--- src/rtl/ocpu_defines.svh ---
// Constants of the overcurrent pick-up stage
// Notes on behaviour
// Compare each phase magnitude against threshold separately
// Pick up when any phase exceeds threshold
// Release only below fixed 97 percent level
// One threshold shared by all three phases
// Threshold in 0.01 In steps, default 1.20
// Setting group switch while running, no stop
// Condition is normal, start, trip or blocked
// Per-phase start and trip for any phases
// Expected time, 5 ms steps, from highest phase
// Expected time recalculated when current changes
// Remaining time to trip shown while counting
// Highest phase to threshold ratio, 0.01 steps
// Blocking sampled at start of each cycle
// Pick-up without blocking raises start, starts timing
// Pick-up under blocking raises blocked, nothing else
// Blocking during start clears start like drop-off
// Optional second-harmonic inrush block, default off
// Harmonic limit in 0.01 percent steps
// External block must lead delay by 5 ms
// Definite-time and inverse-time delays both supported
// Report node behaviour on/blocked/test/test-blocked/off
// Select fundamental, true RMS or peak-to-peak
// Processing cycle of 5 ms
// Forcing overrides status, default normal
// Harmonic ratio above limit is internal block
// Threshold limited 0.10 to 50.00, else rejected
`ifndef OCPU_DEFINES_SVH
`define OCPU_DEFINES_SVH
`define OCPU_MAG_W       16
`define OCPU_TIME_W      19
`define OCPU_RATIO_W     17
`define OCPU_DIV_W       32
`define OCPU_ISET_DEF    16'h0078
`define OCPU_ISET_MIN    16'h000a
`define OCPU_ISET_MAX    16'h1388
`define OCPU_PCT_FULL    24'h000064
`define OCPU_PCT_RESET   24'h000061
`define OCPU_RATIO_ONE   32'h00000064
`define OCPU_RATIO_MAX   17'h1e848
`define OCPU_TIME_MAX    19'h57e40
`define OCPU_CLK_KHZ     250000
`define OCPU_CYCLE_MS    5
`define OCPU_CYCLE_CLKS  (`OCPU_CYCLE_MS * `OCPU_CLK_KHZ)
`define OCPU_BLK_LEAD_MS 5
`endif

--- src/rtl/ocpu_pkg.sv ---
// Types of the overcurrent pick-up stage
package ocpu_pkg;
  typedef enum logic [3:0] {
    C_NORMAL  = 4'h1,
    C_START   = 4'h2,
    C_TRIP    = 4'h4,
    C_BLOCKED = 4'h8
  } ocpu_cond_e;
  typedef enum logic [2:0] {
    LN_ON      = 3'h0,
    LN_BLOCKED = 3'h1,
    LN_TEST    = 3'h2,
    LN_TESTBLK = 3'h3,
    LN_OFF     = 3'h4
  } ocpu_ln_e;
  typedef enum logic [1:0] {
    MS_RMS  = 2'h0,
    MS_TRUE_RMS_VALUE = 2'h1,
    MS_PP   = 2'h2
  } ocpu_msel_e;
  typedef enum logic [4:0] {
    S_IDLE   = 5'h01,
    S_EVAL   = 5'h02,
    S_DECIDE = 5'h04,
    S_RATIO  = 5'h08,
    S_TIME   = 5'h10
  } ocpu_seq_e;
endpackage : ocpu_pkg

--- src/rtl/ocpu_meas_if.sv ---
// Phase magnitudes, threshold and pick-up flags between stage modules
`timescale 1ns/1ns
`default_nettype none
`include "ocpu_defines.svh"
interface ocpu_meas_if;
  logic [2:0][`OCPU_MAG_W-1:0] mag;
  logic [`OCPU_MAG_W-1:0]      iset;
  logic                        eval;
  logic [2:0]                  pick;
  modport src (output mag, output iset, output eval, input pick);
  modport cmp (input mag, input iset, input eval, output pick);
endinterface : ocpu_meas_if
`default_nettype wire

--- src/rtl/ocpu_top.sv ---
// Overcurrent pick-up stage: blocking, status, timing and ratio
`timescale 1ns/1ns
`default_nettype none
`include "ocpu_defines.svh"
module ocpu_top #(
  parameter int CYCLE_CLKS = `OCPU_CYCLE_CLKS
) (
  input  wire logic                             mclk,
  input  wire logic                             rstn,
  input  wire logic [2:0][`OCPU_MAG_W-1:0]      mag_rms,
  input  wire logic [2:0][`OCPU_MAG_W-1:0]      mag_true_rms_value,
  input  wire logic [2:0][`OCPU_MAG_W-1:0]      mag_pp,
  input  wire logic [1:0]                       meas_sel,
  input  wire logic                             blk_in,
  input  wire logic                             inrush_en,
  input  wire logic [15:0]                      h2_ratio,
  input  wire logic [15:0]                      h2_limit,
  input  wire logic                             group_sel,
  input  wire logic                             iset_wr,
  input  wire logic                             iset_wgrp,
  input  wire logic [`OCPU_MAG_W-1:0]           iset_wdata,
  input  wire logic                             inv_mode,
  input  wire logic [`OCPU_TIME_W-1:0]          dt_delay,
  input  wire logic [15:0]                      inv_k,
  input  wire logic [2:0]                       ln_mode,
  input  wire logic                             force_en,
  input  wire logic [3:0]                       force_cond,
  input  wire logic [2:0]                       force_ph_start,
  input  wire logic [2:0]                       force_ph_trip,
  output logic [3:0]                            cond,
  output logic [2:0]                            ph_start,
  output logic [2:0]                            ph_trip,
  output logic                                  start,
  output logic                                  trip,
  output logic                                  blocked,
  output logic [`OCPU_TIME_W-1:0]               exp_time,
  output logic signed [`OCPU_TIME_W:0]          rem_time,
  output logic [`OCPU_RATIO_W-1:0]              ratio,
  output logic [2:0]                            ln_beh,
  output logic                                  iset_rej
);
  localparam int TW = `OCPU_TIME_W;
  localparam int DW = `OCPU_DIV_W;
  localparam int MW = `OCPU_MAG_W;
  localparam int KW = $clog2(CYCLE_CLKS);

  function automatic logic [MW-1:0] max3(input logic [2:0][MW-1:0] v);
    logic [MW-1:0] m;
    m = (v[0] > v[1]) ? v[0] : v[1];
    return (m > v[2]) ? m : v[2];
  endfunction : max3

  function automatic ocpu_pkg::ocpu_cond_e cond_of(input logic s, input logic t,
                                                   input logic b);
    ocpu_pkg::ocpu_cond_e c;
    c = ocpu_pkg::C_NORMAL;
    if (b) c = ocpu_pkg::C_BLOCKED;
    else if (t) c = ocpu_pkg::C_TRIP;
    else if (s) c = ocpu_pkg::C_START;
    return c;
  endfunction : cond_of

  ////////////////////////////////////////////////////////////////////////////
  // Processing cycle tick and blocking input synchroniser

  logic [KW-1:0] cyc_q;
  logic          tick;
  logic          blk_s1_q;
  logic          blk_s2_q;
  assign tick = (cyc_q == KW'(CYCLE_CLKS - 1));

  always_ff @(posedge mclk) begin
    if (!rstn) begin
      cyc_q <= '0;
    end else if (tick) begin
      cyc_q <= '0;
    end else begin
      cyc_q <= cyc_q + KW'(1);
    end
  end

  always_ff @(posedge mclk) begin
    if (!rstn) begin
      blk_s1_q <= 1'b0;
      blk_s2_q <= 1'b0;
    end else begin
      blk_s1_q <= blk_in;
      blk_s2_q <= blk_s1_q;
    end
  end

  ////////////////////////////////////////////////////////////////////////////
  // Threshold banks per setting group

  logic [1:0][MW-1:0] iset_q;
  logic               grp_q;
  logic               iset_rej_q;
  logic               iset_ok;
  assign iset_ok = (iset_wdata >= `OCPU_ISET_MIN) && (iset_wdata <= `OCPU_ISET_MAX);

  always_ff @(posedge mclk) begin
    if (!rstn) begin
      iset_q     <= {`OCPU_ISET_DEF, `OCPU_ISET_DEF};
      iset_rej_q <= 1'b0;
    end else if (iset_wr) begin
      if (iset_ok) begin
        iset_q[iset_wgrp] <= iset_wdata;
      end
      iset_rej_q <= !iset_ok;
    end
  end

  ////////////////////////////////////////////////////////////////////////////
  // Cycle-start capture of measurements, group and blocking

  logic [2:0][MW-1:0] mag_q;
  logic               blk_q;
  logic               inrush;
  logic               ln_blk;
  logic               ln_off;
  assign inrush = inrush_en && (h2_ratio > h2_limit);
  assign ln_blk = (ln_mode == ocpu_pkg::LN_BLOCKED) || (ln_mode == ocpu_pkg::LN_TESTBLK);
  assign ln_off = (ln_mode == ocpu_pkg::LN_OFF);

  always_ff @(posedge mclk) begin
    if (!rstn) begin
      mag_q <= '0;
      blk_q <= 1'b0;
      grp_q <= 1'b0;
    end else if (tick) begin
      case (meas_sel)
        ocpu_pkg::MS_TRUE_RMS_VALUE: mag_q <= mag_true_rms_value;
        ocpu_pkg::MS_PP:   mag_q <= mag_pp;
        default:           mag_q <= mag_rms;
      endcase
      blk_q <= blk_s2_q || inrush || ln_blk;
      grp_q <= group_sel;
    end
  end

  ////////////////////////////////////////////////////////////////////////////
  // Phase comparators and divider

  ocpu_pkg::ocpu_seq_e st_q;
  ocpu_meas_if         mif ();
  logic                div_go_q;
  logic [DW-1:0]       div_num_q;
  logic [DW-1:0]       div_den_q;
  logic                div_done;
  logic [DW-1:0]       div_quo;

  assign mif.mag  = mag_q;
  assign mif.iset = iset_q[grp_q];
  assign mif.eval = (st_q == ocpu_pkg::S_EVAL);

  ocpu_phase_cmp u_cmp (
    .mclk (mclk),
    .rstn (rstn),
    .mif  (mif)
  );

  ocpu_div #(.W(DW)) u_div (
    .mclk  (mclk),
    .rstn  (rstn),
    .start (div_go_q),
    .num   (div_num_q),
    .den   (div_den_q),
    .done  (div_done),
    .quo   (div_quo)
  );

  ////////////////////////////////////////////////////////////////////////////
  // Cycle sequencer

  always_ff @(posedge mclk) begin
    if (!rstn) begin
      st_q <= ocpu_pkg::S_IDLE;
    end else begin
      case (st_q)
        ocpu_pkg::S_IDLE:   if (tick) st_q <= ocpu_pkg::S_EVAL;
        ocpu_pkg::S_EVAL:   st_q <= ocpu_pkg::S_DECIDE;
        ocpu_pkg::S_DECIDE: st_q <= ocpu_pkg::S_RATIO;
        ocpu_pkg::S_RATIO:  if (div_done) st_q <= ocpu_pkg::S_TIME;
        ocpu_pkg::S_TIME:   if (div_done) st_q <= ocpu_pkg::S_IDLE;
        default:            st_q <= ocpu_pkg::S_IDLE;
      endcase
    end
  end

  ////////////////////////////////////////////////////////////////////////////
  // Ratio and expected operating time

  logic [`OCPU_RATIO_W-1:0] ratio_q;
  logic [TW-1:0]            exp_q;

  always_ff @(posedge mclk) begin
    if (!rstn) begin
      div_go_q  <= 1'b0;
      div_num_q <= '0;
      div_den_q <= '0;
    end else begin
      div_go_q <= 1'b0;
      if (st_q == ocpu_pkg::S_DECIDE) begin
        div_go_q  <= 1'b1;
        div_num_q <= DW'(max3(mag_q)) * `OCPU_RATIO_ONE;
        div_den_q <= DW'(iset_q[grp_q]);
      end else if ((st_q == ocpu_pkg::S_RATIO) && div_done) begin
        div_go_q  <= 1'b1;
        div_num_q <= DW'(inv_k) * `OCPU_RATIO_ONE;
        div_den_q <= (div_quo > `OCPU_RATIO_ONE) ? div_quo - `OCPU_RATIO_ONE : '0;
      end
    end
  end

  always_ff @(posedge mclk) begin
    if (!rstn) begin
      ratio_q <= '0;
      exp_q   <= '0;
    end else if (div_done) begin
      if (st_q == ocpu_pkg::S_RATIO) begin
        ratio_q <= (div_quo > DW'(`OCPU_RATIO_MAX)) ? `OCPU_RATIO_MAX
                                                    : div_quo[`OCPU_RATIO_W-1:0];
      end else if (st_q == ocpu_pkg::S_TIME) begin
        if (!inv_mode) begin
          exp_q <= dt_delay;
        end else if (div_quo > DW'(`OCPU_TIME_MAX)) begin
          exp_q <= `OCPU_TIME_MAX;
        end else begin
          exp_q <= div_quo[TW-1:0];
        end
      end
    end
  end

  ////////////////////////////////////////////////////////////////////////////
  // Start, trip and blocked decision

  logic          start_q;
  logic          trip_q;
  logic          blkd_q;
  logic [TW-1:0] cnt_q;
  logic [TW-1:0] cnt_d;
  logic [2:0]    phs_q;
  logic [2:0]    pht_q;
  logic          any_pick;
  logic [TW-1:0] exp_lim;
  assign any_pick = |mif.pick;
  assign cnt_d = cnt_q + TW'(1);
  // Definite delay taken live so a fresh setting or reset never trips early
  assign exp_lim = inv_mode ? exp_q : dt_delay;

  always_ff @(posedge mclk) begin
    if (!rstn) begin
      start_q <= 1'b0;
      trip_q  <= 1'b0;
      blkd_q  <= 1'b0;
      cnt_q   <= '0;
      phs_q   <= '0;
      pht_q   <= '0;
    end else if (st_q == ocpu_pkg::S_DECIDE) begin
      if (ln_off || !any_pick) begin
        start_q <= 1'b0;
        trip_q  <= 1'b0;
        blkd_q  <= 1'b0;
        cnt_q   <= '0;
        phs_q   <= '0;
        pht_q   <= '0;
      end else if (blk_q) begin
        start_q <= 1'b0;
        trip_q  <= 1'b0;
        blkd_q  <= 1'b1;
        cnt_q   <= '0;
        phs_q   <= '0;
        pht_q   <= '0;
      end else begin
        start_q <= 1'b1;
        blkd_q  <= 1'b0;
        cnt_q   <= (cnt_q == `OCPU_TIME_MAX) ? cnt_q : cnt_d;
        trip_q  <= (cnt_d >= exp_lim);
        phs_q   <= mif.pick;
        pht_q   <= (cnt_d >= exp_lim) ? mif.pick : 3'h0;
      end
    end
  end

  ////////////////////////////////////////////////////////////////////////////
  // Output registers with forcing

  ocpu_pkg::ocpu_cond_e     cond_q;
  logic [2:0]               ph_start_q;
  logic [2:0]               ph_trip_q;
  logic                     start_o_q;
  logic                     trip_o_q;
  logic                     blkd_o_q;
  logic [TW-1:0]            exp_o_q;
  logic signed [TW:0]       rem_q;
  logic [`OCPU_RATIO_W-1:0] ratio_o_q;
  logic [2:0]               ln_q;
  logic                     rej_o_q;
  logic                     f_ok;
  ocpu_pkg::ocpu_cond_e     f_cond;
  assign f_ok   = $onehot(force_cond);
  assign f_cond = f_ok ? ocpu_pkg::ocpu_cond_e'(force_cond) : ocpu_pkg::C_NORMAL;

  always_ff @(posedge mclk) begin
    if (!rstn) begin
      cond_q     <= ocpu_pkg::C_NORMAL;
      ph_start_q <= '0;
      ph_trip_q  <= '0;
      start_o_q  <= 1'b0;
      trip_o_q   <= 1'b0;
      blkd_o_q   <= 1'b0;
    end else if (force_en) begin
      cond_q     <= f_cond;
      ph_start_q <= force_ph_start;
      ph_trip_q  <= force_ph_trip;
      start_o_q  <= (f_cond == ocpu_pkg::C_START);
      trip_o_q   <= (f_cond == ocpu_pkg::C_TRIP);
      blkd_o_q   <= (f_cond == ocpu_pkg::C_BLOCKED);
    end else begin
      cond_q     <= cond_of(start_q, trip_q, blkd_q);
      ph_start_q <= phs_q;
      ph_trip_q  <= pht_q;
      start_o_q  <= start_q;
      trip_o_q   <= trip_q && (ln_mode != ocpu_pkg::LN_TESTBLK);
      blkd_o_q   <= blkd_q;
    end
  end

  always_ff @(posedge mclk) begin
    if (!rstn) begin
      exp_o_q   <= '0;
      rem_q     <= '0;
      ratio_o_q <= '0;
      ln_q      <= ocpu_pkg::LN_ON;
      rej_o_q   <= 1'b0;
    end else begin
      exp_o_q   <= exp_q;
      rem_q     <= start_q ? $signed({1'b0, exp_q}) - $signed({1'b0, cnt_q}) : '0;
      ratio_o_q <= ratio_q;
      ln_q      <= ln_mode;
      rej_o_q   <= iset_rej_q;
    end
  end

  assign cond     = cond_q;
  assign ph_start = ph_start_q;
  assign ph_trip  = ph_trip_q;
  assign start    = start_o_q;
  assign trip     = trip_o_q;
  assign blocked  = blkd_o_q;
  assign exp_time = exp_o_q;
  assign rem_time = rem_q;
  assign ratio    = ratio_o_q;
  assign ln_beh   = ln_q;
  assign iset_rej = rej_o_q;

  logic in_dec;
  assign in_dec = (st_q == ocpu_pkg::S_DECIDE) && !ln_off && any_pick;
endmodule : ocpu_top
`default_nettype wire

--- src/rtl/ocpu_phase_cmp.sv ---
// Per-phase pick-up comparators with fixed release hysteresis
`timescale 1ns/1ns
`default_nettype none
`include "ocpu_defines.svh"
module ocpu_phase_cmp (
  input  wire logic mclk,
  input  wire logic rstn,
  ocpu_meas_if.cmp  mif
);
  logic [2:0] pick_q;
  logic [23:0] t_full;
  logic [23:0] t_rel;
  assign t_full = 24'(mif.iset) * `OCPU_PCT_FULL;
  assign t_rel  = 24'(mif.iset) * `OCPU_PCT_RESET;
  assign mif.pick = pick_q;

  genvar i;
  generate
    for (i = 0; i < 3; i++) begin : g_ph
      logic [23:0] m100;
      assign m100 = 24'(mif.mag[i]) * `OCPU_PCT_FULL;
      always_ff @(posedge mclk) begin
        if (!rstn) begin
          pick_q[i] <= 1'b0;
        end else if (mif.eval) begin
          if (pick_q[i]) begin
            pick_q[i] <= (m100 >= t_rel);
          end else begin
            pick_q[i] <= (m100 > t_full);
          end
        end
      end

    end
  endgenerate
endmodule : ocpu_phase_cmp
`default_nettype wire

--- src/rtl/ocpu_div.sv ---
// Iterative unsigned divider, quotient and done from registers
`timescale 1ns/1ns
`default_nettype none
module ocpu_div #(
  parameter int W = 32
) (
  input  wire logic         mclk,
  input  wire logic         rstn,
  input  wire logic         start,
  input  wire logic [W-1:0] num,
  input  wire logic [W-1:0] den,
  output logic              done,
  output logic [W-1:0]      quo
);
  localparam int CW = $clog2(W + 1);
  logic [W-1:0]  rem_q;
  logic [W-1:0]  quo_q;
  logic [W-1:0]  den_q;
  logic [CW-1:0] cnt_q;
  logic          done_q;
  logic [W:0]    r_sh;
  assign r_sh = {rem_q, quo_q[W-1]};
  assign done = done_q;
  assign quo  = quo_q;

  always_ff @(posedge mclk) begin
    if (!rstn) begin
      rem_q  <= '0;
      quo_q  <= '0;
      den_q  <= '0;
      cnt_q  <= '0;
      done_q <= 1'b0;
    end else if (start) begin
      rem_q  <= '0;
      quo_q  <= num;
      den_q  <= den;
      cnt_q  <= CW'(W);
      done_q <= 1'b0;
    end else if (cnt_q != '0) begin
      if (r_sh >= {1'b0, den_q}) begin
        rem_q <= W'(r_sh - {1'b0, den_q});
        quo_q <= {quo_q[W-2:0], 1'b1};
      end else begin
        rem_q <= r_sh[W-1:0];
        quo_q <= {quo_q[W-2:0], 1'b0};
      end
      cnt_q  <= cnt_q - CW'(1);
      done_q <= (cnt_q == CW'(1));
    end else begin
      done_q <= 1'b0;
    end
  end
endmodule : ocpu_div
`default_nettype wire

--- config.mk ---
export PLATFORM = sky130hd
export DESIGN_NAME = ocpu_top
export DESIGN_NICKNAME = d
export VERILOG_FILES = /design/src/rtl/ocpu_pkg.sv /design/src/rtl/ocpu_meas_if.sv /design/src/rtl/ocpu_top.sv /design/src/rtl/ocpu_phase_cmp.sv /design/src/rtl/ocpu_div.sv
export VERILOG_INCLUDE_DIRS = /design/src /design/src/rtl
export SDC_FILE = /design/constraint.sdc
export NUM_CORES = 2
export LEC_CHECK = 0
export ABC_AREA = 1
export BUFFER_PORTS_ARGS = -buffer_cell sky130_fd_sc_hd__buf_2
export CAP_MARGIN = 40
export CORE_MARGIN = 4
export CORE_UTILIZATION = 35
export DETAILED_ROUTE_END_ITERATION = 6
export HOLD_SLACK_MARGIN = 0.05
export SYNTH_ARGS = -nofsm -noshare
export SYNTH_HDL_FRONTEND = slang
export SYNTH_SLANG_ARGS = --single-unit
--- constraint.sdc ---
create_clock -name mclk -period 15.2 [get_ports mclk]
set_input_delay 0.76 -clock mclk [delete_from_list [all_inputs] [get_ports mclk]]
set_output_delay 0.76 -clock mclk [all_outputs]
set_load 0.005 [all_outputs]
==> impl_metrics.py <==
metrics = {
    "drt": {
        "dr.pass1.iters": 6,
        "drc_errors": 0,
        "wl_um": 114000,
        "drt-initial-drc-count": 2045,
        "drt-wirelength-per-cell_um": 16.6,
        "via_per_inst": 5.02,
        "ant_nets": 0,
        "vias": 34687,
    },
    "sta": {
        "post-route-min-period_ps": 6780,
        "hold_violations": 0,
        "max_freq_mhz": 147,
        "relSlewSlack_pct": 40.9,
        "setup_viol": 0,
        "rsz0062_at_grt": "false",
        "tns_ps": 0,
        "report.final.slew_viol_count": 0,
        "finClkSkew_ps": 30.8,
        "tightest_slew_ps": 877,
        "fin_crit_sh_pct": 44.6,
    },
    "placed_design": {
        "gp_congestion": 0.936,
        "numPortBuffers": 323,
        "dpl.hpwl_um": 93700,
        "dp_cells": 6815,
        "post_dp_cell_area_um2": 39800,
    },
    "min_path": {
        "hold_depth": 3,
        "min_path_type": "input pin to flip-flop",
        "whs_endpoint": "blk_s1_q",
        "worstHoldStart": "blk_in",
    },
    "clock_network": {
        "cts_buffer_depth": 3,
        "clock_latency_ps": 650,
        "cts_hold_buf": 0,
        "ctsRootBufferMaster": "clkbuf_16",
        "clock_sinks": 408,
        "cts-buffers-inserted": 50,
        "cts_tree": "built",
        "post_cts_buffers": 0,
        "clkTransAtPathRegs_ps": 60,
        "h-tree-depth": 2,
        "ctsResizeCount": 0,
    },
    "floorplanning": {
        "die_height_um": 332,
        "die-area_um2": 110000,
        "ios": 324,
        "core_area_um2": 104000,
        "fp.dieW_um": 332,
        "rows": 118,
        "initial_core_util_pct": 35.4,
    },
    "setup_path": {
        "r2r_slack_ps": 8420,
        "worstReg2RegEnd": "div_num_q[19]",
        "worst_ep_arrival_time_ps": 7350,
        "cp_common_cell": "nand2_1",
        "critPathKind": "flip-flop to flip-flop",
        "crit_path_max_incr_delay_ps": 700,
        "cp.required_ps": 15760,
        "startpoint_type": "flip-flop",
        "r2r-start": "mag_q[27]",
        "worst-path-max-fanout": 34,
        "cp_slowest_cell": "o21ai_0",
        "end_kind": "flip-flop",
        "startpoint": "mag_q[27]",
        "ff2ff_path_depth": 31,
    },
    "power": {
        "cellPowerDensity_nw_per_um2": 90.5,
        "swShare_pct": 37.9,
        "clockPowerShare_pct": 34.3,
        "pwr-share-comb_pct": 35.0,
        "pwr-share-seq_pct": 30.6,
        "ir_worst_vdd_mv": 0.0792,
        "internal_power_mw": 2.34,
        "p_sw_mw": 1.42,
        "power_mw": 3.76,
        "p_leak_nw": 22.1,
    },
    "yosys": {
        "yosys.area.top_type": "dfxtp_1",
        "synth_cell_type_count": 63,
        "syn_nets": 6164,
        "synth_edf_count": 0,
        "synth.top_cell.area_share_pct": 22.2,
        "yosys_warnings": 0,
        "ys.flop_type": "dfxtp_1",
        "syn_area_per_cell_um2": 7.04,
        "synth.area.top_cells": "dfxtp_1, ha_1, nand2_1",
        "synthArstFlopShare_pct": 0,
        "synthCells": 5229,
        "ys_ff_latch": 408,
        "synth_area_um2": 36800,
        "ys_seq_area_share_pct": 22.2,
    },
    "global_route": {
        "antenna_found_initial": 2,
        "track_usage_pct": 20.2,
        "grt_pass1_wl_um": 182000,
        "first_global_vias": 33764,
        "overflow": 0,
        "grt_max_degree": 82,
    },
    "job": {
        "drv_cap": 0,
    },
    "outcome": {
        "status": "completed",
    },
    "finish": {
        "final_util_pct": 40.0,
        "fin_area_um2": 41500,
        "fin_nets": 6422,
        "fin_cells": 6905,
        "final_common_cell": "nand2_1",
        "syn_to_final_growth_pct": 12.8,
        "final_cell_mix": "nand2_1, inv_1, ha_1",
        "n_fill_cell": 11097,
        "multi_input_area_um2": 24700,
        "drive_gt1_share_pct": 9.14,
        "seqCellArea_um2": 8170,
    },
}
-- layer usage --
layer | part of all wire (%) | routed length, µm | track usage (%) | up-vias
li1 | - | - | - | 17697
met1 | 45 | 51700 | 26.4 | 16016
met2 | 47 | 53700 | 34.7 | 795
met3 | 4.9 | 5590 | 2.48 | 179
met4 | 3.1 | 3530 | 6.41 | 0
met5 | 0 | 0 | 0 | -
-- sequential cells by signal, summed over array words and instances, names as in the netlist, 20 cells and up --
name,flops
cyc_q,21
div_den_q,32
div_num_q,21
iset_q,32
mag_q,48
rem_time,20
u_div.den_q,32
u_div.quo,32
u_div.rem_q,32
-- worst max-delay path, delay by kind of cell (launching register included) --
family	cells	cell delay (ps)
fa+ha+maj	6	2120
compound gates	9	2010
simple gates	11	1640
buf+inv	5	520
flops	1	420
-- power groups by stage --
stage / combinational, mW / clock, mW / sequential, mW
finish: 1.32 / 1.29 / 1.15
global placement: 1.27 / 0 / 1.17
detailed placement: 1.31 / 0 / 1.18
global route: 1.50 / 1.37 / 1.16
CTS: 1.31 / 1.32 / 1.15
floorplan: 0.976 / 0 / 1.16
-- kinds of logic after synthesis --
kind of cell,Yosys count,share of synthesized area (%)
and+or+nand+nor,1955,22.6
buffers and inverters,1013,10.7
AOI/OAI and AO/OA,979,15.0
adders and majority gates,684,24.8
DFF,408,22.2
xor gates and xnor gates,142,3.38
muxes,48,1.30
-- layout make-up --
type,instances,area share (%)
multi-input combinational,3808,59.5
sequential,408,19.7
tap,1380,4.16
clock inverter,20,0.765
clock buffer,69,3.48
antenna,1,0.00602
inverter,865,7.82
timing repair buffer,354,4.62
-- metrics by stage --
stage | hold WS (ps) | setup WS (ps)
finish | 318 | 8420
global route | 304 | 7680
CTS | 267 | 8550
detailed placement | 402 | 8580
global placement | 395 | 8700
floorplan | 390 | 9790
-- cell usage after synthesis, drive strengths merged (9+ instances only) --
| library cell | count |
|---|---|
| o21a | 17 |
| o22ai | 14 |
| nor2 | 361 |
| mux2i | 48 |
| nand3 | 235 |
| nand3b | 31 |
| buf | 72 |
| nand4 | 68 |
| a22o | 52 |
| o21bai | 17 |
| a211oi | 9 |
| or2 | 10 |
| and2 | 10 |
| nand2 | 1142 |
| xnor2 | 41 |
| a22oi | 13 |
| o21ai | 303 |
| a21oi | 451 |
| nor4 | 14 |
| inv | 862 |
| fa | 78 |
| dfxtp | 408 |
| ha | 606 |
| clkbuf | 76 |
| xor2 | 101 |
| nor3 | 73 |
| a21o | 16 |
| a31oi | 54 |
-- worst max path at each step --
stage,slack [ps],cells past startpoint,end
global route,7680,31,div_num_q[19]
finish,8420,31,div_num_q[19]
floorplan,9790,35,div_num_q[15]
CTS,8550,31,div_num_q[19]
detailed placement,8580,31,div_num_q[19]
global placement,8700,30,div_num_q[22]
No activity file was read; power rests on OpenSTA's default activity.
